$ cat src/inc/srcc_pkg.sv
/*
  Package for the system reset and clock source controller: register map, field
  positions, reset values, timing counts and the carrier types.
  Assumes a 125 MHz core clock and a 32-bit APB register bus.
*/
package srcc_pkg;

  // core clock rate, used to turn times into cycle counts
  localparam int CLK_MHZ          = 125;
  // minimum width of the pulse that drives the external reset pin, in ns
  localparam int RST_PULSE_NS     = 20000;
  localparam int RST_PULSE_CYCLES = (RST_PULSE_NS * CLK_MHZ + 999) / 1000;

  localparam int ADDR_W = 12;

  // register byte offsets
  localparam logic [ADDR_W-1:0] OFS_CTRL   = 12'h000;
  localparam logic [ADDR_W-1:0] OFS_STATUS = 12'h004;
  localparam logic [ADDR_W-1:0] OFS_BACKUP = 12'h008;

  // control register fields
  localparam int CTRL_HSI_ON    = 0;
  localparam int CTRL_HSE_ON    = 1;
  localparam int CTRL_HSE_BYP   = 2;
  localparam int CTRL_PLL_ON    = 3;
  localparam int CTRL_LSI_ON    = 4;
  localparam int CTRL_PVD_EN    = 5;
  localparam int CTRL_BOR_EN    = 6;
  localparam int CTRL_OVERDRV   = 7;
  localparam int CTRL_UNDERDRV  = 8;
  localparam int CTRL_STANDBY   = 9;
  localparam int CTRL_SYSSEL_LO = 10;
  localparam int CTRL_SWRST     = 31;
  localparam int CTRL_W         = 12;
  localparam logic [CTRL_W-1:0] CTRL_RST = 12'h001;

  // status register fields
  localparam int STAT_FLAGS_LO  = 0;
  localparam int STAT_CLR       = 8;
  localparam int STAT_ACTIVE_LO = 16;
  localparam int STAT_READY_LO  = 20;
  localparam int STAT_SUPV      = 28;
  localparam int STAT_BYPASS    = 29;

  // backup-domain register fields
  localparam int BKP_LSE_ON     = 0;
  localparam int BKP_RTCSEL_LO  = 1;
  localparam int BKP_W          = 3;
  localparam logic [BKP_W-1:0] BKP_RST = 3'h0;

  // reset-cause flag positions
  localparam int CAUSE_PIN  = 0;
  localparam int CAUSE_WINDOW_WATCHDOG = 1;
  localparam int CAUSE_INDEPENDENT_WATCHDOG = 2;
  localparam int CAUSE_SW   = 3;
  localparam int CAUSE_LP   = 4;
  localparam int CAUSE_POR  = 5;
  localparam int CAUSE_W    = 6;

  typedef enum logic [1:0] {
    SRCC_SYS_HSI,
    SRCC_SYS_HSE,
    SRCC_SYS_PLL
  } srcc_system_clock_t;

  typedef enum logic [1:0] {
    SRCC_RTC_NONE,
    SRCC_RTC_LSE,
    SRCC_RTC_LSI
  } srcc_rtc_kernel_clock_t;

  // one bit per clock source, used for enables and for ready flags
  typedef struct packed {
    logic low_speed_external_osc;
    logic low_speed_internal_osc;
    logic pll;
    logic high_speed_external_osc;
    logic high_speed_internal_osc;
  } srcc_osc_t;

endpackage : srcc_pkg

$ cat src/srcc_top.sv
/*
  System reset and clock source controller: collects reset causes, stretches
  internal ones onto the open-drain external reset pin, keeps the reset-cause
  flags and backup-domain settings across system resets, gates supply
  supervisor features and selects and enables the clock sources.
  Assumes RST_B_IN is the power-on reset, all inputs are synchronous to
  CORE_CLK_IN and the pin pad resolves EXT_RESET_PIN_N from the enable.
*/
`timescale 1ns/100ps
// Behaviour
// - system reset clears all except flags, backup
// - six causes raise a system reset
// - supervisor on when pin high or absent
// - supervisor pin low disables power reset circuitry
// - voltage detector forced off without supervisor
// - bypass: core pin only resets core domain
// - bypass: core pin low blocks debug under reset
// - bypass: no over-drive or under-drive
// - bypass: no standby entry
// - system clock from internal, external or PLL
// - low internal osc clocks watchdog, optional RTC
// - low external osc selectable for RTC
// - every clock source has its own enable
// - external clock from user clock or crystal
// - bypass when both bypass and on bits set
module srcc_top #(
  parameter bit HAS_SUPV_PIN = 1'b1,
  parameter int PULSE_CYCLES = srcc_pkg::RST_PULSE_CYCLES
) (
  input  wire logic                      CORE_CLK_IN,
  input  wire logic                      RST_B_IN,
  input  wire logic                      PSEL_IN,
  input  wire logic                      PENABLE_IN,
  input  wire logic                      PWRITE_IN,
  input  wire logic [srcc_pkg::ADDR_W-1:0] PADDR_IN,
  input  wire logic [31:0]               PWDATA_IN,
  output logic      [31:0]               PRDATA_OUT,
  output logic                           PREADY_OUT,
  output logic                           PSLVERR_OUT,
  input  wire logic                      EXT_RESET_PIN_N_IN,
  output logic                           EXT_RESET_PIN_N_OUT,
  output logic                           EXT_RESET_PIN_N_OE_OUT,
  input  wire logic                      WINDOW_WATCHDOG_RST_IN,
  input  wire logic                      INDEPENDENT_WATCHDOG_RST_IN,
  input  wire logic                      LOW_POWER_RST_IN,
  input  wire logic                      INDEPENDENT_WATCHDOG_RUN_IN,
  input  wire logic                      SUPERVISOR_ENABLE_PIN_IN,
  input  wire logic                      REG_BYPASS_IN,
  input  wire logic                      CORE_DOMAIN_RESET_PIN_N_IN,
  output logic                           SYS_RST_N_OUT,
  output logic                           CORE_DOMAIN_RST_N_OUT,
  output logic                           POR_PDR_EN_OUT,
  output logic                           PVD_EN_OUT,
  output logic                           BOR_EN_OUT,
  output logic                           DEBUG_UNDER_RESET_OK_OUT,
  output logic                           CORE_PIN_GPIO_OK_OUT,
  output logic                           OVERDRIVE_EN_OUT,
  output logic                           UNDERDRIVE_EN_OUT,
  output logic                           STANDBY_ENTRY_OUT,
  input  wire srcc_pkg::srcc_osc_t       OSC_READY_IN,
  output srcc_pkg::srcc_osc_t            CLK_EN_OUT,
  output logic                           HSE_DRIVER_EN_OUT,
  output logic                           HSE_BYPASS_OUT,
  output srcc_pkg::srcc_system_clock_t         SYSTEM_CLOCK_SEL_OUT,
  output srcc_pkg::srcc_rtc_kernel_clock_t         RTC_KERNEL_CLOCK_SEL_OUT,
  output logic                           INDEPENDENT_WATCHDOG_CLK_EN_OUT
);

  if (PULSE_CYCLES < 1) begin : g_bad_pulse
    $error("srcc_top: PULSE_CYCLES must be at least 1");
  end

  logic [srcc_pkg::CTRL_W-1:0]  ctrl_q;
  logic [srcc_pkg::BKP_W-1:0]   bkp_q;
  logic [srcc_pkg::CAUSE_W-1:0] flags_q;
  logic [srcc_pkg::CAUSE_W-1:0] flags_set;
  logic [31:0]                  rdata_d;
  logic                         mapped;
  logic                         wr_ok;
  logic                         rd_ok;
  logic                         por_seen_q;
  logic                         sys_rst_q;
  logic                         sw_rst_req;
  logic                         int_cause;
  logic                         stretch_active;
  logic                         supv_on;
  srcc_pkg::srcc_system_clock_t       sys_req;
  srcc_pkg::srcc_system_clock_t       active_q;
  srcc_pkg::srcc_osc_t          en_d;
  logic                         req_ready;

  // APB: one wait state; the transfer completes on the edge where pready is seen
  assign wr_ok  = PSEL_IN && PENABLE_IN && PREADY_OUT && PWRITE_IN;
  assign rd_ok  = PSEL_IN && PENABLE_IN && !PREADY_OUT && !PWRITE_IN;
  assign mapped = (PADDR_IN == srcc_pkg::OFS_CTRL) || (PADDR_IN == srcc_pkg::OFS_STATUS) ||
                  (PADDR_IN == srcc_pkg::OFS_BACKUP);

  always_ff @(posedge CORE_CLK_IN or negedge RST_B_IN) begin
    if (!RST_B_IN) begin
      PREADY_OUT <= 1'b0;
    end else begin
      PREADY_OUT <= PSEL_IN && PENABLE_IN && !PREADY_OUT;
    end
  end

  always_ff @(posedge CORE_CLK_IN or negedge RST_B_IN) begin
    if (!RST_B_IN) begin
      PSLVERR_OUT <= 1'b0;
    end else begin
      PSLVERR_OUT <= PSEL_IN && PENABLE_IN && !PREADY_OUT && !mapped;
    end
  end

  always_comb begin
    rdata_d = 32'h0000_0000;
    unique case (PADDR_IN)
      srcc_pkg::OFS_CTRL: begin
        rdata_d[srcc_pkg::CTRL_W-1:0] = ctrl_q;
      end
      srcc_pkg::OFS_STATUS: begin
        rdata_d[srcc_pkg::STAT_FLAGS_LO +: srcc_pkg::CAUSE_W] = flags_q;
        rdata_d[srcc_pkg::STAT_ACTIVE_LO +: 2]                = active_q;
        rdata_d[srcc_pkg::STAT_READY_LO +: 5]                 = OSC_READY_IN;
        rdata_d[srcc_pkg::STAT_SUPV]                          = supv_on;
        rdata_d[srcc_pkg::STAT_BYPASS]                        = REG_BYPASS_IN;
      end
      srcc_pkg::OFS_BACKUP: begin
        rdata_d[srcc_pkg::BKP_W-1:0] = bkp_q;
      end
      default: begin
        rdata_d = 32'h0000_0000;
      end
    endcase
  end

  always_ff @(posedge CORE_CLK_IN or negedge RST_B_IN) begin
    if (!RST_B_IN) begin
      PRDATA_OUT <= 32'h0000_0000;
    end else if (rd_ok) begin
      PRDATA_OUT <= rdata_d;
    end
  end

  // control register returns to reset value on every system reset
  always_ff @(posedge CORE_CLK_IN or negedge RST_B_IN) begin
    if (!RST_B_IN) begin
      ctrl_q <= srcc_pkg::CTRL_RST;
    end else if (sys_rst_q) begin
      ctrl_q <= srcc_pkg::CTRL_RST;
    end else if (wr_ok && PADDR_IN == srcc_pkg::OFS_CTRL) begin
      ctrl_q <= PWDATA_IN[srcc_pkg::CTRL_W-1:0];
    end
  end

  // backup domain only follows the power-on reset, not the system reset
  always_ff @(posedge CORE_CLK_IN or negedge RST_B_IN) begin
    if (!RST_B_IN) begin
      bkp_q <= srcc_pkg::BKP_RST;
    end else if (wr_ok && !sys_rst_q && PADDR_IN == srcc_pkg::OFS_BACKUP) begin
      bkp_q <= PWDATA_IN[srcc_pkg::BKP_W-1:0];
    end
  end

  assign sw_rst_req = wr_ok && !sys_rst_q && PADDR_IN == srcc_pkg::OFS_CTRL && PWDATA_IN[srcc_pkg::CTRL_SWRST];

  // power-on cause is raised once, in the first cycle after release
  always_ff @(posedge CORE_CLK_IN or negedge RST_B_IN) begin
    if (!RST_B_IN) begin
      por_seen_q <= 1'b0;
    end else begin
      por_seen_q <= 1'b1;
    end
  end

  // pin cause counts only while this block is not the one pulling the pin
  always_comb begin
    flags_set                       = '0;
    flags_set[srcc_pkg::CAUSE_PIN]  = !EXT_RESET_PIN_N_IN && !EXT_RESET_PIN_N_OE_OUT;
    flags_set[srcc_pkg::CAUSE_WINDOW_WATCHDOG] = WINDOW_WATCHDOG_RST_IN;
    flags_set[srcc_pkg::CAUSE_INDEPENDENT_WATCHDOG] = INDEPENDENT_WATCHDOG_RST_IN;
    flags_set[srcc_pkg::CAUSE_SW]   = sw_rst_req;
    flags_set[srcc_pkg::CAUSE_LP]   = LOW_POWER_RST_IN;
    flags_set[srcc_pkg::CAUSE_POR]  = !por_seen_q;
  end

  // flags survive system resets; a new cause wins over a clear in the same cycle
  always_ff @(posedge CORE_CLK_IN or negedge RST_B_IN) begin
    if (!RST_B_IN) begin
      flags_q <= '0;
    end else if (wr_ok && PADDR_IN == srcc_pkg::OFS_STATUS && PWDATA_IN[srcc_pkg::STAT_CLR]) begin
      flags_q <= flags_set;
    end else begin
      flags_q <= flags_q | flags_set;
    end
  end

  assign int_cause = |flags_set[srcc_pkg::CAUSE_POR:srcc_pkg::CAUSE_WINDOW_WATCHDOG];

  srcc_stretch #(
    .CYCLES     (PULSE_CYCLES)
  ) u_stretch (
    .clk_in     (CORE_CLK_IN),
    .rst_b_in   (RST_B_IN),
    .start_in   (int_cause),
    .active_out (stretch_active)
  );

  // open-drain: only ever pulls low, the pad pull-up gives the high level
  always_ff @(posedge CORE_CLK_IN or negedge RST_B_IN) begin
    if (!RST_B_IN) begin
      EXT_RESET_PIN_N_OE_OUT <= 1'b0;
      EXT_RESET_PIN_N_OUT    <= 1'b0;
    end else begin
      EXT_RESET_PIN_N_OE_OUT <= stretch_active;
      EXT_RESET_PIN_N_OUT    <= 1'b0;
    end
  end

  // system reset follows the pin, which also carries the stretched internal pulse
  always_ff @(posedge CORE_CLK_IN or negedge RST_B_IN) begin
    if (!RST_B_IN) begin
      sys_rst_q     <= 1'b1;
      SYS_RST_N_OUT <= 1'b0;
    end else begin
      // a cause seen now already holds reset, so no one-cycle release after power-on
      sys_rst_q     <= !EXT_RESET_PIN_N_IN || stretch_active || int_cause;
      SYS_RST_N_OUT <= EXT_RESET_PIN_N_IN && !stretch_active && !int_cause;
    end
  end

  assign supv_on = !HAS_SUPV_PIN || SUPERVISOR_ENABLE_PIN_IN;

  always_ff @(posedge CORE_CLK_IN or negedge RST_B_IN) begin
    if (!RST_B_IN) begin
      POR_PDR_EN_OUT <= 1'b1;
      PVD_EN_OUT     <= 1'b0;
      BOR_EN_OUT     <= 1'b0;
    end else begin
      POR_PDR_EN_OUT <= supv_on;
      PVD_EN_OUT     <= supv_on && ctrl_q[srcc_pkg::CTRL_PVD_EN];
      // brownout armed only by its control bit; gated by the supervisor like the voltage detector
      BOR_EN_OUT     <= supv_on && ctrl_q[srcc_pkg::CTRL_BOR_EN];
    end
  end

  // bypass: core pin is a pure reset for the core-domain part the reset pin misses
  always_ff @(posedge CORE_CLK_IN or negedge RST_B_IN) begin
    if (!RST_B_IN) begin
      CORE_DOMAIN_RST_N_OUT    <= 1'b0;
      CORE_PIN_GPIO_OK_OUT     <= 1'b0;
      DEBUG_UNDER_RESET_OK_OUT <= 1'b0;
    end else begin
      CORE_DOMAIN_RST_N_OUT    <= !REG_BYPASS_IN || CORE_DOMAIN_RESET_PIN_N_IN;
      CORE_PIN_GPIO_OK_OUT     <= !REG_BYPASS_IN;
      DEBUG_UNDER_RESET_OK_OUT <= !(REG_BYPASS_IN && !CORE_DOMAIN_RESET_PIN_N_IN);
    end
  end

  always_ff @(posedge CORE_CLK_IN or negedge RST_B_IN) begin
    if (!RST_B_IN) begin
      OVERDRIVE_EN_OUT  <= 1'b0;
      UNDERDRIVE_EN_OUT <= 1'b0;
      STANDBY_ENTRY_OUT <= 1'b0;
    end else begin
      OVERDRIVE_EN_OUT  <= !REG_BYPASS_IN && ctrl_q[srcc_pkg::CTRL_OVERDRV];
      UNDERDRIVE_EN_OUT <= !REG_BYPASS_IN && ctrl_q[srcc_pkg::CTRL_UNDERDRV];
      STANDBY_ENTRY_OUT <= !REG_BYPASS_IN && ctrl_q[srcc_pkg::CTRL_STANDBY];
    end
  end

  // unused code 3 of the select field falls back to the internal oscillator
  always_comb begin
    unique case (ctrl_q[srcc_pkg::CTRL_SYSSEL_LO +: 2])
      2'h1: begin
        sys_req = srcc_pkg::SRCC_SYS_HSE;
      end
      2'h2: begin
        sys_req = srcc_pkg::SRCC_SYS_PLL;
      end
      default: begin
        sys_req = srcc_pkg::SRCC_SYS_HSI;
      end
    endcase
  end

  always_comb begin
    unique case (sys_req)
      srcc_pkg::SRCC_SYS_HSE: begin
        req_ready = OSC_READY_IN.high_speed_external_osc && ctrl_q[srcc_pkg::CTRL_HSE_ON];
      end
      srcc_pkg::SRCC_SYS_PLL: begin
        req_ready = OSC_READY_IN.pll && ctrl_q[srcc_pkg::CTRL_PLL_ON];
      end
      default: begin
        req_ready = OSC_READY_IN.high_speed_internal_osc;
      end
    endcase
  end

  // switch only onto a running source, so the system never loses its clock
  always_ff @(posedge CORE_CLK_IN or negedge RST_B_IN) begin
    if (!RST_B_IN) begin
      active_q <= srcc_pkg::SRCC_SYS_HSI;
    end else if (sys_rst_q) begin
      active_q <= srcc_pkg::SRCC_SYS_HSI;
    end else if (req_ready) begin
      active_q <= sys_req;
    end
  end

  // the active source stays on even if software clears its enable
  always_comb begin
    en_d     = '0;
    en_d.high_speed_internal_osc = ctrl_q[srcc_pkg::CTRL_HSI_ON] || active_q == srcc_pkg::SRCC_SYS_HSI;
    en_d.high_speed_external_osc = ctrl_q[srcc_pkg::CTRL_HSE_ON] || active_q == srcc_pkg::SRCC_SYS_HSE;
    en_d.pll = ctrl_q[srcc_pkg::CTRL_PLL_ON] || active_q == srcc_pkg::SRCC_SYS_PLL;
    en_d.low_speed_internal_osc = ctrl_q[srcc_pkg::CTRL_LSI_ON] || INDEPENDENT_WATCHDOG_RUN_IN;
    en_d.low_speed_external_osc = bkp_q[srcc_pkg::BKP_LSE_ON];
  end

  always_ff @(posedge CORE_CLK_IN or negedge RST_B_IN) begin
    if (!RST_B_IN) begin
      CLK_EN_OUT           <= '0;
      SYSTEM_CLOCK_SEL_OUT <= srcc_pkg::SRCC_SYS_HSI;
      INDEPENDENT_WATCHDOG_CLK_EN_OUT      <= 1'b0;
    end else begin
      CLK_EN_OUT           <= en_d;
      SYSTEM_CLOCK_SEL_OUT <= active_q;
      INDEPENDENT_WATCHDOG_CLK_EN_OUT      <= en_d.low_speed_internal_osc;
    end
  end

  // crystal amplifier runs only when on without bypass; bypass needs the bypass bit plus the on bit or HSE as active source
  always_ff @(posedge CORE_CLK_IN or negedge RST_B_IN) begin
    if (!RST_B_IN) begin
      HSE_DRIVER_EN_OUT <= 1'b0;
      HSE_BYPASS_OUT    <= 1'b0;
    end else begin
      HSE_DRIVER_EN_OUT <= en_d.high_speed_external_osc && !ctrl_q[srcc_pkg::CTRL_HSE_BYP];
      HSE_BYPASS_OUT    <= en_d.high_speed_external_osc && ctrl_q[srcc_pkg::CTRL_HSE_BYP];
    end
  end

  // rtc kernel clock: low external or low internal oscillator, or none
  always_ff @(posedge CORE_CLK_IN or negedge RST_B_IN) begin
    if (!RST_B_IN) begin
      RTC_KERNEL_CLOCK_SEL_OUT <= srcc_pkg::SRCC_RTC_NONE;
    end else begin
      unique case (bkp_q[srcc_pkg::BKP_RTCSEL_LO +: 2])
        2'h1: begin
          RTC_KERNEL_CLOCK_SEL_OUT <= srcc_pkg::SRCC_RTC_LSE;
        end
        2'h2: begin
          RTC_KERNEL_CLOCK_SEL_OUT <= srcc_pkg::SRCC_RTC_LSI;
        end
        default: begin
          RTC_KERNEL_CLOCK_SEL_OUT <= srcc_pkg::SRCC_RTC_NONE;
        end
      endcase
    end
  end

endmodule : srcc_top

$ cat src/srcc_stretch.sv
/*
  Pulse stretcher: a one-cycle start yields an active level of at least CYCLES
  clock cycles; a new start while active restarts the count.
  Assumes start is synchronous to clk.
*/
`timescale 1ns/100ps
module srcc_stretch #(
  parameter int CYCLES = 2500
) (
  input  wire logic clk_in,
  input  wire logic rst_b_in,
  input  wire logic start_in,
  output logic      active_out
);

  localparam int CW = $clog2(CYCLES + 1);

  logic [CW-1:0] cnt_q;

  if (CYCLES < 1) begin : g_bad_cycles
    $error("srcc_stretch: CYCLES must be at least 1");
  end

  always_ff @(posedge clk_in or negedge rst_b_in) begin
    if (!rst_b_in) begin
      cnt_q <= '0;
    end else if (start_in) begin
      cnt_q <= CW'(CYCLES);
    end else if (cnt_q != '0) begin
      cnt_q <= cnt_q - 1'b1;
    end
  end

  always_ff @(posedge clk_in or negedge rst_b_in) begin
    if (!rst_b_in) begin
      active_out <= 1'b0;
    end else begin
      active_out <= start_in || (cnt_q > CW'(1));
    end
  end

endmodule : srcc_stretch

$ cat config.mk
export PLATFORM = sky130hd
export DESIGN_NAME = srcc_top
export DESIGN_NICKNAME = d
export VERILOG_FILES = /design/src/inc/srcc_pkg.sv /design/src/srcc_top.sv /design/src/srcc_stretch.sv
export SDC_FILE = /design/constraint.sdc
export NUM_CORES = 1
export LEC_CHECK = 0
export BUFFER_PORTS_ARGS = -buffer_cell sky130_fd_sc_hd__buf_4
export CORE_ASPECT_RATIO = 0.75
export CORE_UTILIZATION = 40
export CTS_BUF_LIST = sky130_fd_sc_hd__clkbuf_4 sky130_fd_sc_hd__clkbuf_8
export DETAILED_ROUTE_END_ITERATION = 8
export PLACE_DENSITY = 0.7
export SLEW_MARGIN = 20
export SYNTH_ARGS = -nofsm -noshare
export SYNTH_HDL_FRONTEND = slang
export SYNTH_HIERARCHICAL = 1
export SYNTH_SLANG_ARGS = --single-unit
$ cat constraint.sdc
create_clock -name CORE_CLK_IN -period 3.4 [get_ports CORE_CLK_IN]
set_input_delay 1.02 -clock CORE_CLK_IN [delete_from_list [all_inputs] [get_ports CORE_CLK_IN]]
set_output_delay 1.02 -clock CORE_CLK_IN [all_outputs]
set_load 0.01 [all_outputs]
Word-level counts from Yosys, hierarchy flattened
Index checks and enable logic that the tools add are counted.
{"block": "word_totals", "register_bits": 83, "in_bits": 62}
{"block": "classes", "reduce_logical": 56, "bitwise": 1, "mux": 16, "eq_ne": 10, "magnitude_cmp": 1, "n_addsub": 1}
{"operator": "12-bit 2-to-1 mux", "count": 4}
{"operator": "1-bit logical AND", "count": 26}
{"operator": "1-bit logical NOT", "count": 13}
{"operator": "12-bit by 3-bit equality test with 1-bit output, second input constant", "count": 1}
{"operator": "12-bit by 4-bit equality test with 1-bit output, second input constant", "count": 1}
{"operator": "12-bit by 1-bit > comparator with 1-bit output, second input constant", "count": 1}
{"operator": "12-bit logical NOT", "count": 1}
{"operator": "6-bit 2-to-1 mux", "count": 2}
{"operator": "12-bit nonzero test", "count": 1}
{"operator": "12-bit by 1-bit subtractor with 12-bit output, second input constant", "count": 1}
{"operator": "1-bit logical OR", "count": 10}
{"operator": "3-bit case mux with 3 select lines", "count": 1}
{"operator": "2-bit by 1-bit equality test with 1-bit output, second input constant", "count": 4}
{"operator": "2-bit equality test, second input constant", "count": 4}
{"operator": "2-bit 2-to-1 mux", "count": 4}
{"operator": "2-bit case mux with 2 select lines", "count": 2}
{"operator": "6-bit OR", "count": 1}
{"operator": "3-bit case mux with 2 select lines", "count": 1}
{"operator": "2-bit nonzero test", "count": 3}
{"operator": "5-bit 2-to-1 mux", "count": 1}
{"operator": "5-bit OR reduction", "count": 1}
{"operator": "2-bit logical NOT", "count": 1}
{"operator": "1-bit case mux with 2 select lines", "count": 1}

Logic depth before layout (Yosys ltp)
Gate-level depths: netlist of the first run.
{"block": "logic_depth", "ltp_word": 9, "ltp_mapped": 8, "ltp_nobuf": 6}

Hierarchy
The synthesis of the first run kept the hierarchy.
{"module": "srcc_top", "cells_each": 241, "area_each_um2": 2834.0, "instances": 1, "seq_area_each_um2": 1730.4}
{"module": "srcc_stretch", "cells_each": 74, "area_each_um2": 747.0, "instances": 1, "seq_area_each_um2": 325.3}

Worst setup path after synthesis of the first run
OpenSTA, ideal clock, no wires.
{"block": "synth_path", "path_type": "input -> register", "from": "input port PADDR_IN[11] (netlist bit)", "to": "register u_stretch.cnt_q[6]", "n_path_buf": 3, "setup_slack_ns": 0.359, "t_arrival_ns": 2.946, "required_ns": 3.305, "stages": 8, "cell_sequence": "or4_4 > buf_6 > or4_4 > buf_6 > o21ai_4 > clkbuf_1 > a21oi_1 > o31ai_1"}
{"block": "synth_via", "elab_chain_len": 5}
{"element": "from (decl)", "line_no": "srcc_top.sv:35", "rtl": "input wire logic [srcc_pkg::ADDR_W-1:0] PADDR_IN,"}
{"element": "12-bit logical NOT (*)", "line_no": "srcc_top.sv:164", "rtl": "assign sw_rst_req = wr_ok && !sys_rst_q && PADDR_IN == srcc_pkg::OFS_CTRL && PWDATA_IN[srcc_pkg::CTRL_SWRST];"}
{"element": "1-bit logical AND (*) (2 in series)", "line_no": "srcc_top.sv:164"}
{"element": "5-bit OR reduction (*)", "line_no": "srcc_top.sv:197", "rtl": "assign int_cause = |flags_set[srcc_pkg::CAUSE_POR:srcc_pkg::CAUSE_WINDOW_WATCHDOG];"}
{"element": "net int_cause", "line_no": "srcc_top.sv:84", "rtl": "logic int_cause;"}
{"element": "12-bit 2-to-1 mux or 2-bit nonzero test (tied branches)"}
{"element": "to (signal assigned)", "line_no": "srcc_stretch.sv:28", "rtl": "cnt_q <= CW'(CYCLES);"}
{"element": "to (signal assigned)", "line_no": "srcc_stretch.sv:30", "rtl": "cnt_q <= cnt_q - 1'b1;"}
{"element": "to (decl)", "line_no": "srcc_stretch.sv:18", "rtl": "logic [CW-1:0] cnt_q;"}
The timed path passes the listed nets; every way through them passes the cells marked *.
A chain may end at the register's enable or synchronous reset.

Worst setup path in the final report of the first run
{"block": "layout_path", "from": "input port PADDR_IN[11] (netlist bit)", "to": "register u_stretch.cnt_q[3]"}
The elaborated chain is that of the path after synthesis.

==> results.txt, run 1 <==
----------------------------------------------------
[Timing]
  Period utilization ... 0.8099
  Pins Over Slew Limit ... 0
  Worst clock skew ... 0.01765 ns
  Worst hold margin ... 0.4149 ns
  RSZ-0062 raised after global routing ... false
  Worst slew pin tran ... 0.7508 ns
  Number of hold-slack violations in the final timing report ... 0
  Final Critical Period ... 2.754 ns
  Number of endpoints failing setup at the final stage ... 0
  Maximum operating frequency ... 363.1 MHz
  Slew headroom ... 0.4995
  Accumulated negative setup slack ... 0 ns

[Route]
  Via density per instance ... 5.120
  Remaining DRCs ... 21
  Detailed router's first-iteration violation count ... 192
  Antenna Nets Post-Route ... 0
  Drt total wl ... 7.899 mm
  Routed wire per std cell ... 15.25 um
  First-pass detailed-route iteration total ... 7
  Vias after detailed routing ... 2,652

[Final layout]
  Most common cell after layout, fill and taps aside ... buf_4
  Most frequent cells in the layout ... buf_4 (94), dfrtp_1 (79), nand2_1 (38), nor2_1 (20), a21oi_1 (20)
  Area Overhead vs Synth ... 26.38%
  Fill count ... 767
  Nets ... 474
  Finished Layout Cells ... 518
  Antenna Cells ... 0
  Layout cells sized above 1 ... 0.3195
  Summed area of non-filler cells in the final layout ... 0.004526 sq mm

[Clocking]
  Clock net sink count ... 82
  Clock latency of the later-clocked register in the worst-skew pair ... 0.36 ns
  Clock edge transition at the registers on the reported setup and hold paths ... 0.09 ns
  Buffers from clock root to sink, at most ... 2
  Number of buffers added to fix hold violations after cts ... 0
  TritonCTS clock tree ... yes
  Post-cts repair resize count ... 0
  Total clock buffers created by CTS ... 9
  Cell at the root of the clock tree ... clkbuf_8
  H-tree Lvls ... 3
  Buffer count from post-CTS setup fixing ... 0

[Outcome]
  Violations in the final reports ... DRC
  Status ... complete, but fails checks

[Critical path]
  Largest fanout on the critical path ... 10
  Slowest stage delay, CP ... 0.59 ns
  Family with the most delay on the worst path ... simple AND/OR/NAND/NOR gates
  Type of element capturing the critical path ... register
  Critical-path top delay cell ... or4_4
  Class of the most critical setup path ... input pin to register
  Number of buffers and inverters on the critical path ... 1
  Critical Path, Cell by Cell ... buf_4 -> or4_4 -> or4_4 -> o21ai_4 -> nand2b_1 -> a21oi_1 -> a31o_2
  Required time at the endpoint of the critical path ... 3.65 ns
  Cell with the most instances on the worst path ... or4_4
  Startpoint type of the worst setup path ... input pin
  Critical path data arrival time ... 3.00 ns

[Placement]
  # placed instances ... 502
  Global placer's final weighted congestion ... 0.7730
  Dpl hpwl ... 5.580 mm
  DP Area ... 0.004292 sq mm
  Count of buffers inserted at the top-level ports ... 88

[Die]
  Initial cell density of the core ... 0.4182
  Width of the die ... 111.3 um
  Core Area ... 0.008563 sq mm
  Placement Rows ... 29
  Vertical die dimension ... 83.94 um
  Full die area ... 0.009339 sq mm
  Number of ports placed on the die boundary ... 120

[Logic synthesis]
  Fraction of synthesis flops using an asynchronous set or reset pin ... 1.000
  Average size of a mapped cell ... 11.37 sq um
  FF+latch count, synth ... 82
  Number of enable-type register cells in the synthesized netlist ... 0
  Fraction of the yosys area taken by sequential cells ... 0.5741
  Primary FF master, synth ... dfrtp_1
  Unique masters post-synth ... 54
  Yosys warns ... 6
  Post-synthesis instance area ... 0.003581 sq mm
  Synthesized instance count ... 315

[Run]
  Count of max-cap constraint violations ... 0

[GRT]
  Number of antenna violations at the first check in global routing ... 0
  Total routing resource utilization after global routing ... 0.1827
  Vias in the first global route ... 2,628
  Pin count of the biggest net entering global routing ... 83
  Wire length of the first global-routing pass ... 13.24 mm
  Final global-route overflow total ... 0

[Pwr]
  Power density over the cells ... 422.1 mW/mm^2
  Cell internal power dissipation ... 1.459 mW
  Net switching component of the power ... 451.6 uW
  Post-layout total power ... 1.910 mW
  Maximum resistive drop on vdd ... 0.1918 mV
  Static leakage ... 2.137 nW
  Share of total power in sequential cells ... 0.516
  Comb power frac ... 0.059
  Clock network fraction of total power ... 0.425
  Switching power share of the total ... 0.2364

[Worst hold path]
  Worst hold path type ... register to register

----------------------------------------------------
[power by group through the flow]
stage,clock (mW),combinational [mW],sequential [mW]
floorplan,0,0.0468,1.01
global placement,0,0.112,1.00
detailed placement,0,0.114,1.00
CTS,0.833,0.114,0.985
global route,0.861,0.125,0.986
finish,0.812,0.113,0.985
[registers in the layout, summed over array words and instances, names as in the netlist, 2 cells and up]
register	flops
CLK_EN_OUT	4
SYSTEM_CLOCK_SEL_OUT	2
RTC_KERNEL_CLOCK_SEL_OUT	2
active_q	2
PRDATA_OUT	21
bkp_q	3
flags_q	6
ctrl_q	12
u_stretch/cnt_q	12
[synthesized netlist by cell type, drive strengths merged (2+ instances only)]
| master | instances | share of area |
|---|---|---|
| o21bai | 2 | 0.0042 |
| dfstp | 3 | 0.022 |
| a211oi | 2 | 0.0042 |
| o31ai | 5 | 0.010 |
| a211o | 4 | 0.0098 |
| nand2 | 38 | 0.040 |
| nor4b | 2 | 0.0091 |
| nand2b | 3 | 0.0052 |
| inv | 12 | 0.013 |
| dfrtp | 79 | 0.55 |
| nor4 | 5 | 0.016 |
| or4 | 4 | 0.010 |
| ha | 7 | 0.024 |
| a21o | 3 | 0.0063 |
| a21oi | 21 | 0.030 |
| o2bb2ai | 2 | 0.0049 |
| a22oi | 3 | 0.0063 |
| nand4b | 3 | 0.0073 |
| nor3 | 7 | 0.011 |
| buf | 22 | 0.046 |
| and2 | 4 | 0.0070 |
| conb | 2 | 0.0021 |
| nand3 | 6 | 0.0084 |
| a22o | 15 | 0.037 |
| nand3b | 2 | 0.0042 |
| mux2 | 3 | 0.0094 |
| nor2 | 20 | 0.021 |
| nand4 | 4 | 0.0087 |
| nor2b | 8 | 0.014 |
| mux2i | 5 | 0.014 |
| clkbuf | 5 | 0.0052 |
[logic make-up after synthesis]
logic type / count (synthesis) / share of synthesized area
adder cells (fa/ha/maj): 7 / 0.02446
other: 2 / 0.002097
multiplexers: 8 / 0.02341
AO/OA/AOI/OAI: 63 / 0.1300
AND/OR/NAND/NOR: 113 / 0.1792
buffers and inverters: 39 / 0.06429
XOR/XNOR: 1 / 0.002446
flip-flops: 82 / 0.5741
[worst register-to-register path: stages, from the launching register on]
cell and delay [ns]:
dfrtp_1 0.40, nand4_1 0.20, or4_4 0.56, o21ai_4 0.29, nand2b_1 0.16, a21oi_1 0.04
a31o_2 0.22
[routing by layer]
layer,track usage,routed length (um)
met2,0.2761,3712
met4,0.06511,46
met5,0,0
met1,0.2508,3663
met3,0.05229,476
[final timing paths]
path | to | depth (start not counted) | startpoint | slack [ns]
max reg2reg | u_stretch/cnt_q[3] | 6 | PREADY_OUT | 1.44
min in group asynchronous | SYSTEM_CLOCK_SEL_OUT[0] | 1 | RST_B_IN | 0.67
min reg2reg | EXT_RESET_PIN_N_OE_OUT | 0 | u_stretch/active_out | 0.41
max in group asynchronous | bkp_q[1] | 1 | RST_B_IN | 2.18
min | EXT_RESET_PIN_N_OE_OUT | 0 | u_stretch/active_out | 0.41
max | u_stretch/cnt_q[3] | 7 | PADDR_IN[11] | 0.65
[metrics by stage]
| step | setup slack, ns | utilization |
|---|---|---|
| 2_1_floorplan | 0.3590 | - |
| 3_3_place_gp | 0.3004 | 0.5012 |
| 3_5_place_dp | 0.2760 | 0.5012 |
| 4_1_cts | 0.6692 | 0.5281 |
| 5_1_grt | 0.6125 | 0.5285 |
| 6_report | 0.6463 | 0.5285 |
[area by class of cell]
class / count / area (sq um) / area share
Clock inverter: 7 / 106.4 / 0.02350
Clock buffer: 9 / 123.9 / 0.02737
Sequential cell: 82 / 2056 / 0.4542
Tap cell: 108 / 135.1 / 0.02986
Timing Repair Buffer: 95 / 716.9 / 0.1584
Multi-Input combinational cell: 205 / 1343 / 0.2967
Inverter: 12 / 45.04 / 0.009953
Power figures use the tool's default switching activity.
==> run 2: changes to the inputs <==
--- a/config.mk
+++ b/config.mk
@@ -10,7 +10,7 @@
 export CORE_UTILIZATION = 40
 export CTS_BUF_LIST = sky130_fd_sc_hd__clkbuf_4 sky130_fd_sc_hd__clkbuf_8
 export DETAILED_ROUTE_END_ITERATION = 8
-export PLACE_DENSITY = 0.7
+export PLACE_DENSITY = 0.72
 export SLEW_MARGIN = 20
 export SYNTH_ARGS = -nofsm -noshare
 export SYNTH_HDL_FRONTEND = slang
==> constraint.sdc (replaced) <==
create_clock -name CORE_CLK_IN -period 2.3 [get_ports CORE_CLK_IN]
set_input_delay 0.69 -clock CORE_CLK_IN [delete_from_list [all_inputs] [get_ports CORE_CLK_IN]]
set_output_delay 0.69 -clock CORE_CLK_IN [all_outputs]
set_load 0.01 [all_outputs]
==> run 2 against run 1 <==
The run ends with DRC, setup timing left; sequential share of layout area decreased by 0.93 points; clock power increased by 27%; register-to-register slack got worse by 0.97 ns; sequential power increased by 48%; total power increased by 40%; non-clock buffer count increased by 15; die area unchanged; worst hold slack got worse by 0.092 ns; first-iteration DRC count decreased by 19%; critical path depth unchanged; cell area increased by 2.1%; critical endpoint unchanged; largest cell class unchanged.
==> results.txt, run 2 (synthesis results as in run 1) <==
----------------------------------------------------
[Final layout]
  Nets ... 489 (was 474)
  Area Overhead vs Synth ... 29.04% (was 26.38%)
  Post-Route Utilization ... 0.5396 (was 0.5285)
  Area occupied by multi-input gates ... 0.001353 sq mm (was 0.001343 sq mm)
  Antenna Cells ... 0 (unchanged)
  Top flop regs ... PRDATA_OUT (21), ctrl_q (12), u_stretch/cnt_q (12) (unchanged)
  Sequential cell area ... 0.002056 sq mm (unchanged)
  Fill count ... 770 (was 767)
  Layout cells sized above 1 ... 0.3482 (was 0.3195)
  Most common cell after layout, fill and taps aside ... buf_4 (unchanged)
  Max FFs per register ... 21 (unchanged)
  Register bank with the most flops ... PRDATA_OUT (unchanged)
  Most frequent cells in the layout ... buf_4 (109), dfrtp_1 (79), nand2_1 (38), nor2_1 (20), a21oi_1 (20) (was buf_4 (94), dfrtp_1 (79), nand2_1 (38), nor2_1 (20), a21oi_1 (20))

[Timing]
  Period utilization ... 1.009
  Number of hold-slack violations in the final timing report ... 0 (unchanged)
  RSZ-0062 raised after global routing ... true (was false)
  Worst slew pin tran ... 0.6516 ns (was 0.7508 ns)
  Post-route worst setup slack ... -0.02162 ns (was 0.6463 ns)
  Number of endpoints failing setup at the final stage ... 1 (was 0)
  Final Critical Period ... 2.322 ns
  Slew headroom ... 0.5632 (was 0.4995)
  Pins Over Slew Limit ... 0 (unchanged)
  Worst clock skew ... 0.01161 ns (was 0.01765 ns)
  Maximum operating frequency ... 430.7 MHz

[Placement]
  Post-placement worst setup slack ... -0.3710 ns (was 0.2760 ns)
  Count of buffers inserted at the top-level ports ... 88 (unchanged)
  Dpl hpwl ... 5.824 mm (was 5.580 mm)
  Global placer's final weighted congestion ... 0.8234 (was 0.7730)

[Route]
  Routed wire per std cell ... 15.04 um (was 15.25 um)
  First-pass detailed-route iteration total ... 6 (was 7)
  Remaining DRCs ... 18 (was 21)
  Drt total wl ... 8.016 mm (was 7.899 mm)
  Via density per instance ... 5.079 (was 5.120)
  Antenna Nets Post-Route ... 0 (unchanged)
  Detailed router's first-iteration violation count ... 155 (was 192)
  Vias after detailed routing ... 2,707 (was 2,652)

[GRT]
  Total routing resource utilization after global routing ... 0.1814 (was 0.1827)
  Pin count of the biggest net entering global routing ... 47 (was 83)
  Final global-route overflow total ... 0 (unchanged)
  Wire length of the first global-routing pass ... 13.06 mm (was 13.24 mm)
  Vias in the first global route ... 2,692 (was 2,628)
  Number of antenna violations at the first check in global routing ... 0 (unchanged)

[Critical path]
  Startpoint type of the worst setup path ... input pin (unchanged)
  Critical-path top delay cell ... or4_4 (unchanged)
  Class of the most critical setup path ... input pin to register (unchanged)
  Critical path data arrival time ... 2.57 ns (was 3.00 ns)
  Slowest stage delay, CP ... 0.58 ns (was 0.59 ns)
  Cell with the most instances on the worst path ... or4_4 (unchanged)
  Required time at the endpoint of the critical path ... 2.55 ns (was 3.65 ns)
  Critical Path, Cell by Cell ... buf_4 -> or4_4 -> or4_4 -> o21ai_4 -> nand2b_1 -> a21oi_1 -> a31o_2 (unchanged)
  Largest fanout on the critical path ... 7 (was 10)
  Type of element capturing the critical path ... register (unchanged)

[Outcome]
  Status ... complete, but fails checks (unchanged)
  Violations in the final reports ... DRC, setup timing (was DRC)

[Die]
  Placement Rows ... 29 (unchanged)
  Full die area ... 0.009339 sq mm (unchanged)
  Vertical die dimension ... 83.94 um (unchanged)
  Width of the die ... 111.3 um (unchanged)
  Number of ports placed on the die boundary ... 120 (unchanged)
  Core Area ... 0.008563 sq mm (unchanged)
  Initial cell density of the core ... 0.4182 (unchanged)

[Run]
  Count of max-cap constraint violations ... 0 (unchanged)

[Clocking]
  TritonCTS clock tree ... yes (unchanged)
  H-tree Lvls ... 3 (unchanged)
  Clock net sink count ... 82 (unchanged)
  Cell at the root of the clock tree ... clkbuf_8 (unchanged)
  Total clock buffers created by CTS ... 9 (unchanged)
  Clock latency of the later-clocked register in the worst-skew pair ... 0.36 ns (about the same)
  Clock edge transition at the registers on the reported setup and hold paths ... 0.08 ns (was 0.09 ns)
  Buffers from clock root to sink, at most ... 2 (unchanged)

[Pwr]
  Static leakage ... 2.190 nW (was 2.137 nW)
  Maximum resistive drop on vdd ... 0.4080 mV (was 0.1918 mV)
  Power density over the cells ... 577.6 mW/mm^2 (was 422.1 mW/mm^2)

[Worst hold path]
  Worst hold path type ... input pin to async pin (was register to register)

----------------------------------------------------
run 2: changes by cell type in the layout (fill, tap and decap cells not counted), sizes merged:
cell      before  now
bufinv         2    1
buf           95  110
clkinvlp       0    2
inv           16   12
clkinv         1    2
clkbuf         9   11
run 2: cell type report:
cell class / instances / share of cell area
clock buffers: 11 / 0.03006
clock inverters: 5 / 0.01191
inverters: 12 / 0.009748
multi-input cells: 205 / 0.2927
flip-flops and latches: 82 / 0.4449
well taps: 108 / 0.02924
repair buffers: 110 / 0.1814
run 2: critical path, delay by kind of cell:
kind / cells / cell delay, ns
AO/OA/AOI/OAI: 3 / 0.51
buffers and inverters: 1 / 0.11
AND/OR/NAND/NOR: 3 / 1.25
run 2: final timing paths:
path	start	to	slack, ns	depth (start not counted)
worst max-delay path	PADDR_IN[7]	u_stretch/cnt_q[3]	-0.02	7
worst min-delay path	RST_B_IN	PRDATA_OUT[0]	0.32	1
worst max register to register	PREADY_OUT	u_stretch/cnt_q[3]	0.47	6
worst min register to register	u_stretch/active_out	EXT_RESET_PIN_N_OE_OUT	0.41	0
max in group asynchronous	RST_B_IN	u_stretch/cnt_q[6]	1.39	2
min in group CORE_CLK_IN	u_stretch/active_out	EXT_RESET_PIN_N_OE_OUT	0.41	0
run 2: layer usage:
layer	GRT usage	wire [um]	vias to the layer above
li1	-	-	1285
met5	0	0	-
met2	0.2864	3744	88
met1	0.2354	3670	1323
met3	0.05374	491	11
met4	0.07002	109	0
run 2: report_power, final:
group / total, mW / leakage, nW / switching, mW / internal [mW]
logic: 0.182 / 1.04 / 0.0953 / 0.0869
clock network: 1.03 / 0.0962 / 0.509 / 0.522
registers: 1.46 / 1.06 / 0.00565 / 1.45
total: 2.67 / 2.19 / 0.610 / 2.06
run 2: repair_timing:
action                                  4_1_cts  5_1_grt
gates resized for setup                       0        1
endpoints found under the hold margin         0        0
hold buffers                                  0        0
endpoints found under the setup margin        0        1
buffers inserted                              0        1
run 2: per-stage QoR:
step           setup TNS [ns]  cell area (sq um)  total power [mW]  std cells  hold WS (ns)
3_5_place_dp           -5.287               4415             1.667        516        0.3947
3_3_place_gp           -4.997               4415             1.663        516        0.3808
4_1_cts                     0               4609             2.703        532        0.3500
6_report             -0.02162               4621             2.669        533        0.3225
2_1_floorplan          -4.027               3632             1.556        326        0.3699
5_1_grt              -0.04875               4621             2.775        533        0.3545
